## config.mk

```make
export PLATFORM = sky130hd
export DESIGN_NAME = dsl_top
export DESIGN_NICKNAME = d
export VERILOG_FILES = /design/src/dsl_pkg.sv /design/src/dsl_fifo.sv /design/src/dsl_top.sv
export SDC_FILE = /design/constraint.sdc
export NUM_CORES = 1
export LEC_CHECK = 0
export BUFFER_PORTS_ARGS = -buffer_cell sky130_fd_sc_hd__buf_2
export CAP_MARGIN = 20
export CORE_UTILIZATION = 55
export CTS_CLUSTER_SIZE = 28
export DETAILED_ROUTE_END_ITERATION = 10
export HOLD_SLACK_MARGIN = 0.08
export PLACE_DENSITY = 0.81
export SKIP_CTS_REPAIR_TIMING = 1
export SLEW_MARGIN = 20
export SYNTH_ARGS = -nofsm -noshare
export SYNTH_HDL_FRONTEND = slang
export SYNTH_SLANG_ARGS = --single-unit
```

## constraint.sdc

```tcl
create_clock -name sys_clk -period 4.1 [get_ports sys_clk]
set_input_delay 0.41 -clock sys_clk [delete_from_list [all_inputs] [get_ports sys_clk]]
set_output_delay 0.41 -clock sys_clk [all_outputs]
set_load 0.005 [all_outputs]
```

## src/dsl_pkg.sv

```systemverilog
// Shared constants, encodings and carrier types for the serial DAC load control.
package dsl_pkg;
	localparam int           DSL_WORD_W   = 24;
	localparam int           DSL_CODE_W   = 16;
	localparam int           DSL_CODE_MSB = DSL_CODE_W - 1;
	localparam int           DSL_RD_BIT   = 23;
	localparam int           DSL_SEL_HI   = 22;
	localparam int           DSL_SEL_LO   = 20;
	localparam int           DSL_FMT_BIT  = 0;
	localparam int           DSL_FIFO_DEP = 16;
	localparam logic [4:0]   DSL_CNT_FULL = 5'h18;
	localparam logic [4:0]   DSL_CNT_MAX  = 5'h1F;
	localparam logic [15:0]  DSL_CODE_RST = 16'h0000;
	localparam logic [15:0]  DSL_PRESET_RST = 16'h0000;
	localparam logic         DSL_FMT_RST  = 1'h0;

	// Target selector carried in a command word.
	typedef enum logic [2:0] {
		DSL_SEL_NOP    = 3'h0,
		DSL_SEL_CODE   = 3'h1,
		DSL_SEL_CTRL   = 3'h2,
		DSL_SEL_PRESET = 3'h3
	} dsl_sel_t;

	// One received frame and the load strobe level seen at its end.
	typedef struct packed {
		logic                  hold;
		logic [DSL_WORD_W-1:0] word;
	} dsl_entry_t;

	// Pin levels after synchronisation.
	typedef struct packed {
		logic sclk;
		logic frame_n;
		logic sdi;
		logic strobe_n;
		logic clear_n;
		logic reset_n;
	} dsl_pins_t;

	localparam dsl_pins_t DSL_PINS_IDLE = '{sclk: 1'h0, frame_n: 1'h1, sdi: 1'h0,
		strobe_n: 1'h0, clear_n: 1'h1, reset_n: 1'h1};
endpackage

```

## src/dsl_fifo.sv

```systemverilog
// Parameterised synchronous FIFO with valid/ready on both sides and a flush.
module dsl_fifo
	import dsl_pkg::*;
#(
	parameter int W     = 25,
	parameter int DEPTH = 16
) (
	input  wire logic         sys_clk,
	input  wire logic         srst,
	input  wire logic         flush,
	input  wire logic         in_valid,
	output logic              in_ready,
	input  wire logic [W-1:0] in_data,
	output logic              out_valid,
	input  wire logic         out_ready,
	output logic [W-1:0]      out_data
);
	localparam int AW = $clog2(DEPTH);

	typedef struct packed {
		logic [DEPTH-1:0][W-1:0] mem;
		logic [AW:0]             wp;
		logic [AW:0]             rp;
	} dsl_fifo_st_t;

	dsl_fifo_st_t st_ff;
	dsl_fifo_st_t nxt_st;

	assign out_valid = st_ff.wp != st_ff.rp;
	assign in_ready  = (st_ff.wp[AW] == st_ff.rp[AW]) || (st_ff.wp[AW-1:0] != st_ff.rp[AW-1:0]);
	assign out_data  = st_ff.mem[st_ff.rp[AW-1:0]];

	always_comb begin
		nxt_st = st_ff;
		if (in_valid && in_ready) begin
			nxt_st.mem[st_ff.wp[AW-1:0]] = in_data;
			nxt_st.wp = st_ff.wp + 1'b1;
		end
		if (out_valid && out_ready) begin
			nxt_st.rp = st_ff.rp + 1'b1;
		end
		if (srst || flush) begin
			nxt_st.wp = '0;
			nxt_st.rp = '0;
		end
	end

	always_ff @(posedge sys_clk) begin
		st_ff <= nxt_st;
	end
endmodule

```

## src/dsl_top.sv

```systemverilog
// Serial load control: frame receiver, word FIFO, register update and readback.
// Notes on behaviour
// RULE1: Reset pin low returns code, clear code, format and all digital state to power-on.
// RULE2: Clear pin low loads output code from the clear code and updates the level.
// RULE3: Output level follows the current format, straight binary or two's complement.
// RULE4: Strobe low at frame end updates the output code with the new word.
// RULE5: Strobe high at frame end fills only the holding register; falling strobe loads it.
// RULE6: The host always drives the load strobe to a defined level.
// RULE7: Readback output changes only on rising serial clock edges.
// RULE8: A 24-bit shift register takes one input bit per falling serial clock edge.
// RULE9: Host keeps write serial clock at or below 35 MHz.
// RULE10: Low frame select enables shifting; clock edges are ignored while it is high.
// RULE11: The received word acts on its target at frame end, never while shifting; words queued while clear is low act when it rises, even mid-frame.
// RULE12: Host keeps readback serial clock at or below 16 MHz.
// RULE13: Host gives exactly 24 falling edges per frame; other counts are discarded.
module dsl_top
	import dsl_pkg::*;
#(
	parameter int FIFO_DEPTH = DSL_FIFO_DEP
) (
	input  wire logic                  sys_clk,
	input  wire logic                  srst,
	input  wire logic                  sclk,
	input  wire logic                  frame_sel_n,
	input  wire logic                  serial_write_in,
	input  wire logic                  load_output_strobe_n,
	input  wire logic                  clear_to_preset_n,
	input  wire logic                  dev_reset_n,
	output logic                       serial_readback_out,
	output logic                       serial_readback_oe,
	output logic [DSL_CODE_W-1:0]      dac_code,
	output logic [DSL_CODE_W-1:0]      dac_level,
	output logic                       twos_comp_sel,
	output logic                       frame_overrun
);
	typedef struct packed {
		dsl_pins_t             s1;
		dsl_pins_t             s2;
		dsl_pins_t             s3;
		logic [DSL_WORD_W-1:0] shreg;
		logic [4:0]            cnt;
		logic [DSL_CODE_W-1:0] hold_reg;
		logic [DSL_CODE_W-1:0] code;
		logic [DSL_CODE_W-1:0] preset_code;
		logic                  fmt;
		logic [2:0]            rb_sel;
		logic [DSL_WORD_W-1:0] rb_sh;
		logic                  rb_arm;
		logic                  rb_live;
		logic                  rb_bit;
		logic                  rb_oe;
		logic [DSL_CODE_W-1:0] level;
		logic                  overrun;
	} dsl_state_t;

	dsl_state_t st_ff;
	dsl_state_t nxt_st;
	dsl_pins_t  pins;
	dsl_entry_t push_e;
	dsl_entry_t pop_e;
	dsl_sel_t   pop_sel;
	logic       sclk_fall;
	logic       sclk_rise;
	logic       frame_start;
	logic       frame_end;
	logic       strobe_fall;
	logic       push_valid;
	logic       push_ready;
	logic       pop_valid;
	logic       pop_ready;
	logic       pop;
	logic       fifo_flush;
	logic [DSL_CODE_W-1:0] rb_val;

	assign pins = '{sclk: sclk, frame_n: frame_sel_n, sdi: serial_write_in,
		strobe_n: load_output_strobe_n, clear_n: clear_to_preset_n, reset_n: dev_reset_n};

	// Edges come from the second and third stages; an 80 ns link clock leaves many samples.
	assign sclk_fall   = st_ff.s3.sclk & ~st_ff.s2.sclk; // [RULE9] [RULE12]
	assign sclk_rise   = ~st_ff.s3.sclk & st_ff.s2.sclk;
	assign frame_start = st_ff.s3.frame_n & ~st_ff.s2.frame_n;
	assign frame_end   = ~st_ff.s3.frame_n & st_ff.s2.frame_n;
	// A floating strobe would give spurious loads; the host drives it. [RULE6]
	assign strobe_fall = st_ff.s3.strobe_n & ~st_ff.s2.strobe_n;

	// Only complete words enter the FIFO; a full FIFO drops the word and flags it.
	assign push_valid = frame_end && (st_ff.cnt == DSL_CNT_FULL) && st_ff.s2.reset_n; // [RULE13]
	assign push_e     = '{hold: st_ff.s2.strobe_n, word: st_ff.shreg};
	// Clear or reset holds the drain side; under clear words wait instead of racing the preset, while reset flushes them.
	assign pop_ready  = st_ff.s2.clear_n && st_ff.s2.reset_n;
	assign fifo_flush = !st_ff.s2.reset_n;
	assign pop        = pop_valid && pop_ready;
	assign pop_sel    = dsl_sel_t'(pop_e.word[DSL_SEL_HI:DSL_SEL_LO]);

	dsl_fifo #(
		.W     ($bits(dsl_entry_t)),
		.DEPTH (FIFO_DEPTH)
	) u_fifo (
		.sys_clk   (sys_clk),
		.srst      (srst),
		.flush     (fifo_flush),
		.in_valid  (push_valid),
		.in_ready  (push_ready),
		.in_data   (push_e),
		.out_valid (pop_valid),
		.out_ready (pop_ready),
		.out_data  (pop_e)
	);

	always_comb begin
		rb_val = '0;
		unique case (dsl_sel_t'(st_ff.rb_sel))
			DSL_SEL_CODE: rb_val = st_ff.code;
			DSL_SEL_CTRL: rb_val[DSL_FMT_BIT] = st_ff.fmt;
			DSL_SEL_PRESET: rb_val = st_ff.preset_code;
			default:      rb_val = st_ff.hold_reg;
		endcase
	end

	always_comb begin
		nxt_st = st_ff;
		nxt_st.s1 = pins;
		nxt_st.s2 = st_ff.s1;
		nxt_st.s3 = st_ff.s2;
		if (frame_start) begin
			nxt_st.cnt = '0;
			nxt_st.rb_live = st_ff.rb_arm;
			nxt_st.rb_arm = 1'b0;
			nxt_st.rb_sh = {st_ff.rb_sel, 1'b0, 4'h0, rb_val};
		end else if (!st_ff.s2.frame_n && sclk_fall) begin // [RULE10]
			nxt_st.shreg = {st_ff.shreg[DSL_WORD_W-2:0], st_ff.s2.sdi}; // [RULE8]
			if (st_ff.cnt != DSL_CNT_MAX) begin
				nxt_st.cnt = st_ff.cnt + 5'h01;
			end
		end
		if (!st_ff.s2.frame_n && sclk_rise && st_ff.rb_live) begin
			nxt_st.rb_bit = st_ff.rb_sh[DSL_WORD_W-1]; // [RULE7]
			nxt_st.rb_sh = {st_ff.rb_sh[DSL_WORD_W-2:0], 1'b0};
		end
		if (frame_end) begin
			nxt_st.rb_live = 1'b0;
			if (push_valid && !push_ready) begin
				nxt_st.overrun = 1'b1;
			end
		end
		if (strobe_fall) begin
			nxt_st.code = st_ff.hold_reg; // [RULE5]
		end
		// Words take effect only when drained after the frame has closed. [RULE11]
		if (pop) begin
			if (pop_e.word[DSL_RD_BIT]) begin
				nxt_st.rb_sel = pop_e.word[DSL_SEL_HI:DSL_SEL_LO];
				nxt_st.rb_arm = 1'b1;
			end else begin
				unique case (pop_sel)
					DSL_SEL_CODE: begin
						nxt_st.hold_reg = pop_e.word[DSL_CODE_MSB:0];
						if (!pop_e.hold) begin
							nxt_st.code = pop_e.word[DSL_CODE_MSB:0]; // [RULE4]
						end
					end
					DSL_SEL_CTRL: nxt_st.fmt = pop_e.word[DSL_FMT_BIT];
					DSL_SEL_PRESET: nxt_st.preset_code = pop_e.word[DSL_CODE_MSB:0];
					default:      nxt_st.fmt = st_ff.fmt;
				endcase
			end
		end
		if (!st_ff.s2.clear_n) begin
			nxt_st.code = st_ff.preset_code; // [RULE2]
		end
		nxt_st.rb_oe = nxt_st.rb_live && !st_ff.s2.frame_n;
		if (srst || !st_ff.s2.reset_n) begin // [RULE1]
			nxt_st.shreg = '0;
			nxt_st.cnt = '0;
			nxt_st.hold_reg = DSL_CODE_RST;
			nxt_st.code = DSL_CODE_RST;
			nxt_st.preset_code = DSL_PRESET_RST;
			nxt_st.fmt = DSL_FMT_RST;
			nxt_st.rb_sel = '0;
			nxt_st.rb_sh = '0;
			nxt_st.rb_arm = 1'b0;
			nxt_st.rb_live = 1'b0;
			nxt_st.rb_bit = 1'b0;
			nxt_st.rb_oe = 1'b0;
			nxt_st.overrun = 1'b0;
		end
		if (srst) begin
			nxt_st.s1 = DSL_PINS_IDLE;
			nxt_st.s2 = DSL_PINS_IDLE;
			nxt_st.s3 = DSL_PINS_IDLE;
		end
		// Two's complement codes are offset by flipping the top bit. [RULE3]
		nxt_st.level = nxt_st.fmt ? {~nxt_st.code[DSL_CODE_MSB], nxt_st.code[DSL_CODE_MSB-1:0]}
			: nxt_st.code;
	end

	always_ff @(posedge sys_clk) begin
		st_ff <= nxt_st;
	end

	assign serial_readback_out = st_ff.rb_bit;
	assign serial_readback_oe  = st_ff.rb_oe;
	assign dac_code            = st_ff.code;
	assign dac_level           = st_ff.level;
	assign twos_comp_sel       = st_ff.fmt;
	assign frame_overrun       = st_ff.overrun;
endmodule

```

Word level (Yosys, flattened, before mapping)
Cells that the tools add are included.
- RAM bits: 0
- memory bits (read-only): 0
- flip-flop bits (word level): 551
- latch bits: 0
- bits of input ports: 8
- memories: 0
- equal/unequal tests: 11
- multipliers: 0
- order comparisons: 3
- add/sub/neg operators: 3
- divide/modulo/power cells: 0
- shift-type cells: 0
- bitwise logic cells: 13
- multiplexer cells: 24
- reduce and logical (&&, ||, !) cells: 25
- operator list (kind ; number):
    $bwmux W400 ; 1
    $bmux W25 S4 ; 1
    $demux W25 S4 ; 1
    $mux W16 ; 6
    $mux W64 ; 1
    $mux W25 ; 2
    $pmux W15 S3 ; 1
    $mux W36 ; 1
    $mux W33 ; 1
    $mux W26 ; 1
    $mux W24 ; 1
    $add A5 B1 Y5 const B ; 3
    $eq A3 B2 Y1 const B ; 4
    $logic_and A1 B1 Y1 ; 11
    $lt A4 B5 Y1 const B ; 2
    $not A1 Y1 ; 8
    $reduce_and A2 Y1 ; 4
    $eq A3 B1 Y1 const B ; 2
    $reduce_and A3 Y1 ; 2
    $and A1 B1 Y1 ; 5
    $eq A5 B5 Y1 const B ; 1
    $mux W1 ; 5
    $ne A5 B5 Y1 ; 1
    $ne A5 B5 Y1 const B ; 1
    9 further kinds ; 13

Depth between registers and ports, before layout
Gate-level depths: netlist of the first run.
- depth after elaboration: 11
- depth in mapped cells: 13
- mapped depth without buffers: 7

Hierarchy
A second synthesis of the first run with hierarchy kept.
- cell total of the unflattened synthesis: 1275
- area, all modules: 21292.9 µm²
- modules (own cells, without submodules) (module ; cells an instance ; instances ; area each (µm²)):
    dsl_fifo ; 653 ; 1 ; 15782.6
    dsl_top ; 622 ; 1 ; 5510.3

Worst setup path before layout of the first run
Ideal clock, no wire load.
- kind: flip-flop to flip-flop
- from: reg u_fifo.st_ff[7] (netlist bit)
- to: reg u_fifo.st_ff[100] (netlist bit) (enable)
- data arrival time: 2.883 ns
- required time: 3.675 ns
- setup slack: 0.792 ns
- cell stages (with the launch flop): 8
- path buffers: 1
- cell sequence: dfxtp_1 -> clkbuf_1 -> xnor2_1 -> nand4_1 -> nor2b_1 -> nor3_2 -> nand2_1 -> nor3_1
- cells in the longest elaborated chain, start to end: 3
- RTL lines (what ; line ; source):
    start: declaration ; dsl_fifo.sv:26 ; dsl_fifo_st_t st_ff;
    start signal: assignment ; dsl_fifo.sv:49 ; st_ff <= nxt_st;
    $ne A4 B4 Y1 ; dsl_fifo.sv:30 ; assign in_ready = (st_ff.wp[AW] == st_ff.rp[AW]) || (st_ff.wp[AW-1:0] != st_ff.rp[AW-1:0]);
    $logic_or A1 B1 Y1 ; dsl_fifo.sv:30 ;
    $logic_and A1 B1 Y1 ; dsl_fifo.sv:35 ; if (in_valid && in_ready) begin
No other way between the ends.
A chain may end at the register's enable or synchronous reset.

==> results.py, run 1 <==
metrics = {
    "layout": {
        "fin_cells": 1743,
        "areaGrowthSynthToFinish_pct": 10.8,
        "final_cell_mix": "edfxtp_1, dfxtp_1, nand2_1",
        "final_util_pct": 62.0,
        "drive_above_1_share_pct": 22.2,
        "nNetsFinal": 1273,
        "layout_commonest_cell": "edfxtp_1",
        "num_antenna_cells": 0,
    },
    "synth": {
        "ys_seq_area_share_pct": 68.3,
        "synth_top_area_share_pct": 53.7,
        "synthFlopType": "edfxtp_1",
        "synth_cell_types": 54,
        "ys_top_cells_by_area": "edfxtp_1, dfxtp_1, mux4_2",
        "synth_fp_nets": 1255,
        "synth_area_per_cell_um2": 15.2,
        "synth_warnings": 0,
        "netlist_area_um2": 18800,
        "async_reset_ff_share_pct": 0,
        "yosysTopAreaCell": "edfxtp_1",
        "synth_edf_count": 336,
        "synth-seq-cells": 472,
        "syn-instance-count": 1239,
    },
    "floorplanning": {
        "ios": 44,
        "fp.dieH_um": 187,
        "num_rows": 67,
        "die_w_um": 187,
        "coreArea_um2": 33500,
        "start_util_pct": 56.0,
        "die_area_um2": 34900,
    },
    "timing": {
        "drv_slew": 0,
        "fmax_ghz": 0.295,
        "finalSetupViolations": 0,
        "setup_tns_ps": 0,
        "hold_ws_ps": 81.4,
        "slew_headroom_pct": 24.7,
        "rsz0062_at_grt": "no",
        "period_needed_ps": 3380,
        "hold_viol_final": 0,
        "tightest_slew_ps": 1130,
        "fin_worst_skew_ps": 26.7,
        "min_period_over_period_pct": 82.5,
    },
    "run_status": {
        "status": "finished clean",
    },
    "routing": {
        "drc": 0,
        "drt-total-wl_mm": 43.4,
        "antenna_left": 0,
        "drtIter0Drc": 1130,
        "num_vias": 10982,
        "wl_per_cell_um": 24.9,
        "first_pass_iters": 5,
        "vias_per_cell": 6.30,
    },
    "worst_setup_path": {
        "worst_setup_path_end_kind": "register",
        "crit_family": "buffers and inverters",
        "worstRegToRegCells": 9,
        "cp_slowest_stage_delay_ps": 700,
        "r2r-start": "u_fifo.st_ff[1]",
        "path_cells": "buf_4 > buf_4 > mux4_2 > a22oi_1 > nand2_1 > or2_1 > buf_4 > o221ai_2 > mux2i_1",
        "cp_common_cell": "buf_4",
        "reg2reg_setup_slack_ps": 720,
        "critPathRequiredTime_ps": 4590,
        "arrival_ps": 3870,
        "crit_fanout": 34,
        "crit_start": "u_fifo.st_ff[1]",
        "r2r-end": "dac_level[15]",
        "cp-start-kind": "register",
        "path_class": "register to register",
        "path_buf_inv": 3,
        "critPathSlowestCell": "dfxtp_4",
    },
    "worst_hold_path": {
        "hp-class": "primary input to register",
        "min_from": "serial_write_in",
        "whs_endpoint": "st_ff[141]",
        "hold-path-cell-count": 2,
    },
    "clock_network": {
        "cts-htree-levels": 2,
        "clk_latency_ps": 570,
        "tritoncts": "built",
        "clockBufferDepth": 3,
        "cts.sinks": 472,
        "cts_buffers": 46,
        "cts-root-buf": "clkbuf_16",
        "clkTransAtPathRegs_ps": 60,
    },
    "global_routing": {
        "grt_pass1_wl_mm": 65.5,
        "grt_pass1_vias": 11007,
        "grt-ovfl-total": 0,
        "grt_start_max_net_pins": 66,
        "track_usage_pct": 24.9,
        "antenna_found_initial": 0,
    },
    "placement": {
        "hpwlAfterDp_mm": 23.5,
        "port_buffers": 43,
        "gp_congestion": 0.787,
        "place_inst": 1653,
    },
    "flow_run": {
        "drv_cap": 0,
    },
    "power": {
        "ir_worst_vdd_v": 0.000320,
        "p_leak_nw": 6.46,
        "p_total_mw": 9.30,
        "cellPowerDensity_nw_per_um2": 447,
    },
}
worst register-to-register path: cells and delay by family, from the launching register on:
family	cells	cell delay, ps
muxes	2	610
and+or+nand+nor	2	350
AOI/OAI and AO/OA	2	460
DFF	1	700
buffers and inverters	3	1210
per-stage QoR:
step | area [µm²] | setup slack [ps]
floorplan | 18800 | 792
global placement | 19300 | 826
detailed placement | 19300 | 774
CTS | 20800 | 721
global route | 20800 | 561
finish | 20800 | 716
how the worst max path moves through the flow:
stage / endpoint / slack, ps / cells after the start
6_report: dac_level[15] / 720 / 9
5_1_grt: dac_level[3] / 560 / 9
4_1_cts: dac_level[15] / 720 / 9
3_5_place_dp: st_ff[61] / 770 / 7
3_3_place_gp: st_ff[59] / 830 / 7
2_1_floorplan: u_fifo.st_ff[100] / 790 / 7
synth_stat cells, types with 10 or more instances:
cell,count
o221ai_1,15
inv_1,12
nand2_1,115
edfxtp_1,336
a31oi_1,18
mux2_2,16
mux2i_1,62
a21oi_1,53
nor2b_1,14
clkbuf_1,50
nand3_1,22
a22oi_1,35
nor2_1,96
buf_2,14
o21ai_1,10
buf_4,36
mux4_2,83
nand3b_1,16
dfxtp_1,136
power by group:
group          switching (mW)  internal (mW)
clock                    1.78           2.39
combinational          0.0476         0.0191
sequential            0.00648           5.05
total                    1.84           7.46
flip-flops by register name, summed over array words and instances, names as in the netlist:
| register | count |
|---|---|
| dac_code | 1 |
| dac_level | 16 |
| frame_overrun | 1 |
| push_e | 25 |
| serial_readback_oe | 1 |
| serial_readback_out | 1 |
| st_ff | 80 |
| twos_comp_sel | 1 |
| u_fifo.st_ff | 346 |
cell families (layout without fill, tap and decap cells):
logic type | after synthesis | after routing | synth area share [%]
adders and majority gates | 8 | 8 | 0.533
and+or+nand+nor | 302 | 302 | 7.30
DFF | 472 | 472 | 68.3
AOI/OAI and AO/OA | 155 | 155 | 5.33
muxes | 162 | 162 | 14.3
xor gates and xnor gates | 15 | 15 | 0.700
buffers and inverters | 125 | 181 | 3.58
layout make-up:
class	count	area, µm²
repair buffers	83	526
clock buffers	61	1270
clock inverters	25	226
fillers	2350	12700
multi-input cells	642	5350
inverters	12	45.0
flip-flops and latches	472	12800
well taps	448	561
metal layers:
| metal | vias to the layer above | track usage, % | wire, µm |
|---|---|---|---|
| met5 | - | 0 | 0 |
| met4 | 0 | 9.39 | 1560 |
| li1 | 4693 | - | - |
| met1 | 5545 | 32.4 | 16600 |
| met2 | 626 | 41.9 | 21700 |
| met3 | 118 | 4.80 | 3600 |
No activity file was read; power rests on OpenSTA's default activity.
==> inputs of run 2 (changes only) <==
--- a/config.mk
+++ b/config.mk
@@ -5,6 +5,7 @@
 export SDC_FILE = /design/constraint.sdc
 export NUM_CORES = 1
 export LEC_CHECK = 0
+export ABC_AREA = 1
 export BUFFER_PORTS_ARGS = -buffer_cell sky130_fd_sc_hd__buf_2
 export CAP_MARGIN = 20
 export CORE_UTILIZATION = 55
==> constraint.sdc (replaced) <==
create_clock -name sys_clk -period 3.4 [get_ports sys_clk]
set_input_delay 0.34 -clock sys_clk [delete_from_list [all_inputs] [get_ports sys_clk]]
set_output_delay 0.34 -clock sys_clk [all_outputs]
set_load 0.005 [all_outputs]
==> run 2 against run 1 <==
Cell count up 38%. Sequential power rose by 23%. Non-clock buffer count up 14. Global-route usage up 1.4 points. Maximum frequency increased by 21%. Clock power is 26% higher. Clock skew decreased by 15 ps. Total power is 50% higher. Sequential share of layout area shrank 2.0 points. Utilization about the same. Register-to-register slack got worse by 120 ps. Highest routed layer unchanged.
==> results.py, run 2 <==
metrics = {
    "worst_setup_path": {
        "worstRegToRegCells": 14,
        "worst_setup_path_end_kind": "register",
        "critPathRequiredTime_ps": 3790,
        "critical_path_depth": 14,
        "crit_fanout": 173,
        "crit_start": "u_fifo.st_ff[0]",
        "r2r-start": "u_fifo.st_ff[0]",
        "arrival_ps": 3190,
        "path_class": "register to register",
        "endpoint": "dac_level[1]",
        "cp_common_cell": "nand2_1",
        "crit_family": "simple AND/OR/NAND/NOR gates",
        "cp-start-kind": "register",
        "critPathSlowestCell": "buf_12",
        "r2r-end": "dac_level[1]",
        "reg2reg_setup_slack_ps": 590,
        "path_buf_inv": 3,
        "cp_slowest_stage_delay_ps": 520,
        "path_cells": "buf_12 > nand2_1 > nand3_1 > nand2_1 > nand2_1 > nand2_1 > clkinv_1 > nand3_2 > nor2_8 > nand2_2 > inv_4 > nand3_1 > nand3_1 > a21oi_1",
    },
    "clock_network": {
        "cts_buffers": 46,
        "cts-htree-levels": 2,
        "cts-root-buf": "clkbuf_16",
        "clk_latency_ps": 550,
        "tritoncts": "built",
        "clockBufferDepth": 3,
        "clkTransAtPathRegs_ps": 60,
        "cts.sinks": 472,
    },
    "routing": {
        "wl_per_cell_um": 19.7,
        "drc": 0,
        "drt-total-wl_mm": 47.2,
        "drtIter0Drc": 1833,
        "vias_per_cell": 5.85,
        "first_pass_iters": 7,
        "antenna_left": 0,
        "num_vias": 14032,
    },
    "timing": {
        "tightest_slew_ps": 1110,
        "drv_slew": 0,
        "worst_slack_ps": 595,
        "fin_worst_skew_ps": 11.8,
        "hold_viol_final": 0,
        "finalSetupViolations": 0,
        "min_period_over_period_pct": 82.5,
        "fmax_ghz": 0.356,
        "rsz0062_at_grt": "no",
        "setup_tns_ps": 0,
        "period_needed_ps": 2810,
        "slew_headroom_pct": 25.3,
    },
    "floorplanning": {
        "die_w_um": 190,
        "coreArea_um2": 34600,
        "die_area_um2": 36100,
        "fp.dieH_um": 190,
        "num_rows": 68,
        "start_util_pct": 56.1,
        "ios": 44,
    },
    "synth": {
        "synth_fp_nets": 1917,
        "ys_top_cells_by_area": "edfxtp_1, dfxtp_1, nor2_1",
        "synth_top_family_by_area": "simple AND/OR/NAND/NOR gates",
        "synth_top_area_share_pct": 52.0,
        "synth_edf_count": 336,
        "synth_xor_area_share_pct": 0.0451,
        "yosysTopAreaCell": "edfxtp_1",
        "synth_mux_area_share_pct": 0.0516,
        "synth-adder-area-share_pct": 0.516,
        "netlist_area_um2": 19400,
        "synth-seq-cells": 472,
        "ys_seq_area_share_pct": 66.0,
        "synth_warnings": 0,
        "synth_compound_area_share_pct": 12.1,
        "synth_cell_types": 41,
        "synth.most_common_cell": "edfxtp_1",
        "syn-instance-count": 1901,
        "synthFlopType": "edfxtp_1",
        "synth_area_per_cell_um2": 10.2,
        "synth_commonest_cells": "edfxtp_1, nor2_1, nand2_1",
        "async_reset_ff_share_pct": 0,
        "yosys.area_share.simple_pct": 14.5,
    },
    "global_routing": {
        "grt-ovfl-total": 0,
        "track_usage_pct": 26.4,
        "grt_pass1_wl_mm": 73.0,
        "grt_pass1_vias": 13422,
        "grt_start_max_net_pins": 174,
        "antenna_found_initial": 0,
    },
    "power": {
        "ir_worst_vdd_v": 0.000459,
        "combPwrFrac_pct": 17.6,
        "p_int_mw": 9.94,
        "p_seq_share_pct": 44.6,
        "p_leak_nw": 7.39,
        "p_sw_mw": 3.96,
        "cellPowerDensity_nw_per_um2": 646,
        "p_sw_share_pct": 28.5,
        "clockPowerShare_pct": 37.8,
    },
    "layout": {
        "final_cell_mix": "edfxtp_1, nor2_1, nand2_1",
        "nNetsFinal": 1922,
        "layout_commonest_cell": "edfxtp_1",
        "drive_above_1_share_pct": 10.6,
        "largest-register": "u_fifo.st_ff",
        "largest_reg_flops": 346,
        "num_antenna_cells": 0,
        "areaGrowthSynthToFinish_pct": 10.8,
    },
    "placement": {
        "hpwlAfterDp_mm": 27.0,
        "dp_slack_ps": 631,
        "port_buffers": 43,
        "gp_congestion": 0.862,
    },
    "flow_run": {
        "drv_cap": 0,
    },
    "worst_hold_path": {
        "hp-class": "primary input to register",
    },
    "run_status": {
        "status": "finished clean",
    },
}
[run 2: power groups by stage]
stage | Sequential, mW | Combinational (mW) | Clock [mW]
after floorplan | 6.30 | 1.84 | 0
after global placement | 6.32 | 2.30 | 0
after detailed placement | 6.32 | 2.38 | 0
after CTS | 6.20 | 2.41 | 5.27
after global routing | 6.20 | 2.71 | 5.51
final | 6.20 | 2.45 | 5.25
[run 2: routing by layer]
metal | GRT usage (%) | part of all wire, % | up-vias
met4 | 10.9 | 3.6 | 0
met2 | 42.9 | 47 | 808
met1 | 35.1 | 39 | 6605
met5 | 0 | 0 | -
met3 | 4.61 | 9.7 | 128
li1 | - | - | 6491
[run 2: worst min path at each step]
stage | from | to | slack (ps) | depth (start not counted)
2_1_floorplan | st_ff[140] | push_e[24] | 390 | 2
3_3_place_gp | st_ff[142] | st_ff[136] | 390 | 1
3_5_place_dp | st_ff[142] | st_ff[136] | 400 | 1
4_1_cts | clear_to_preset_n | st_ff[139] | -30 | 2
5_1_grt | srst | st_ff[143] | 150 | 2
6_report | srst | st_ff[131] | 140 | 2
[run 2: metrics by stage]
stage / power (mW) / cell area (µm²) / hold WS [ps] / instances / utilization, %
after CTS: 13.9 / 21400 / -30.8 / 2392 / 61.9
after global routing: 14.4 / 21500 / 150 / 2398 / 62.1
final: 13.9 / 21500 / 144 / 2398 / 62.1
after detailed placement: 8.70 / 19900 / 398 / 2307 / 57.4
after global placement: 8.62 / 19900 / 395 / 2307 / 57.4
after floorplan: 8.14 / 19400 / 388 / 1901 / -
[run 2: cell families (layout without fill, tap and decap cells)]
logic type	after synthesis	in the layout
simple gates	691	691
flops	472	472
compound gates	446	446
buf+inv	282	324
fa+ha+maj	8	8
xor+xnor	1	1
mux	1	1
[run 2: area by class of cell]
cell class | instances | area (µm²)
timing repair buffer | 97 | 661
clock buffer | 71 | 1380
tap | 455 | 569
inverter | 142 | 538
multi-input combinational | 1147 | 5340
fill | 2599 | 13100
clock inverter | 14 | 195
sequential | 472 | 12800
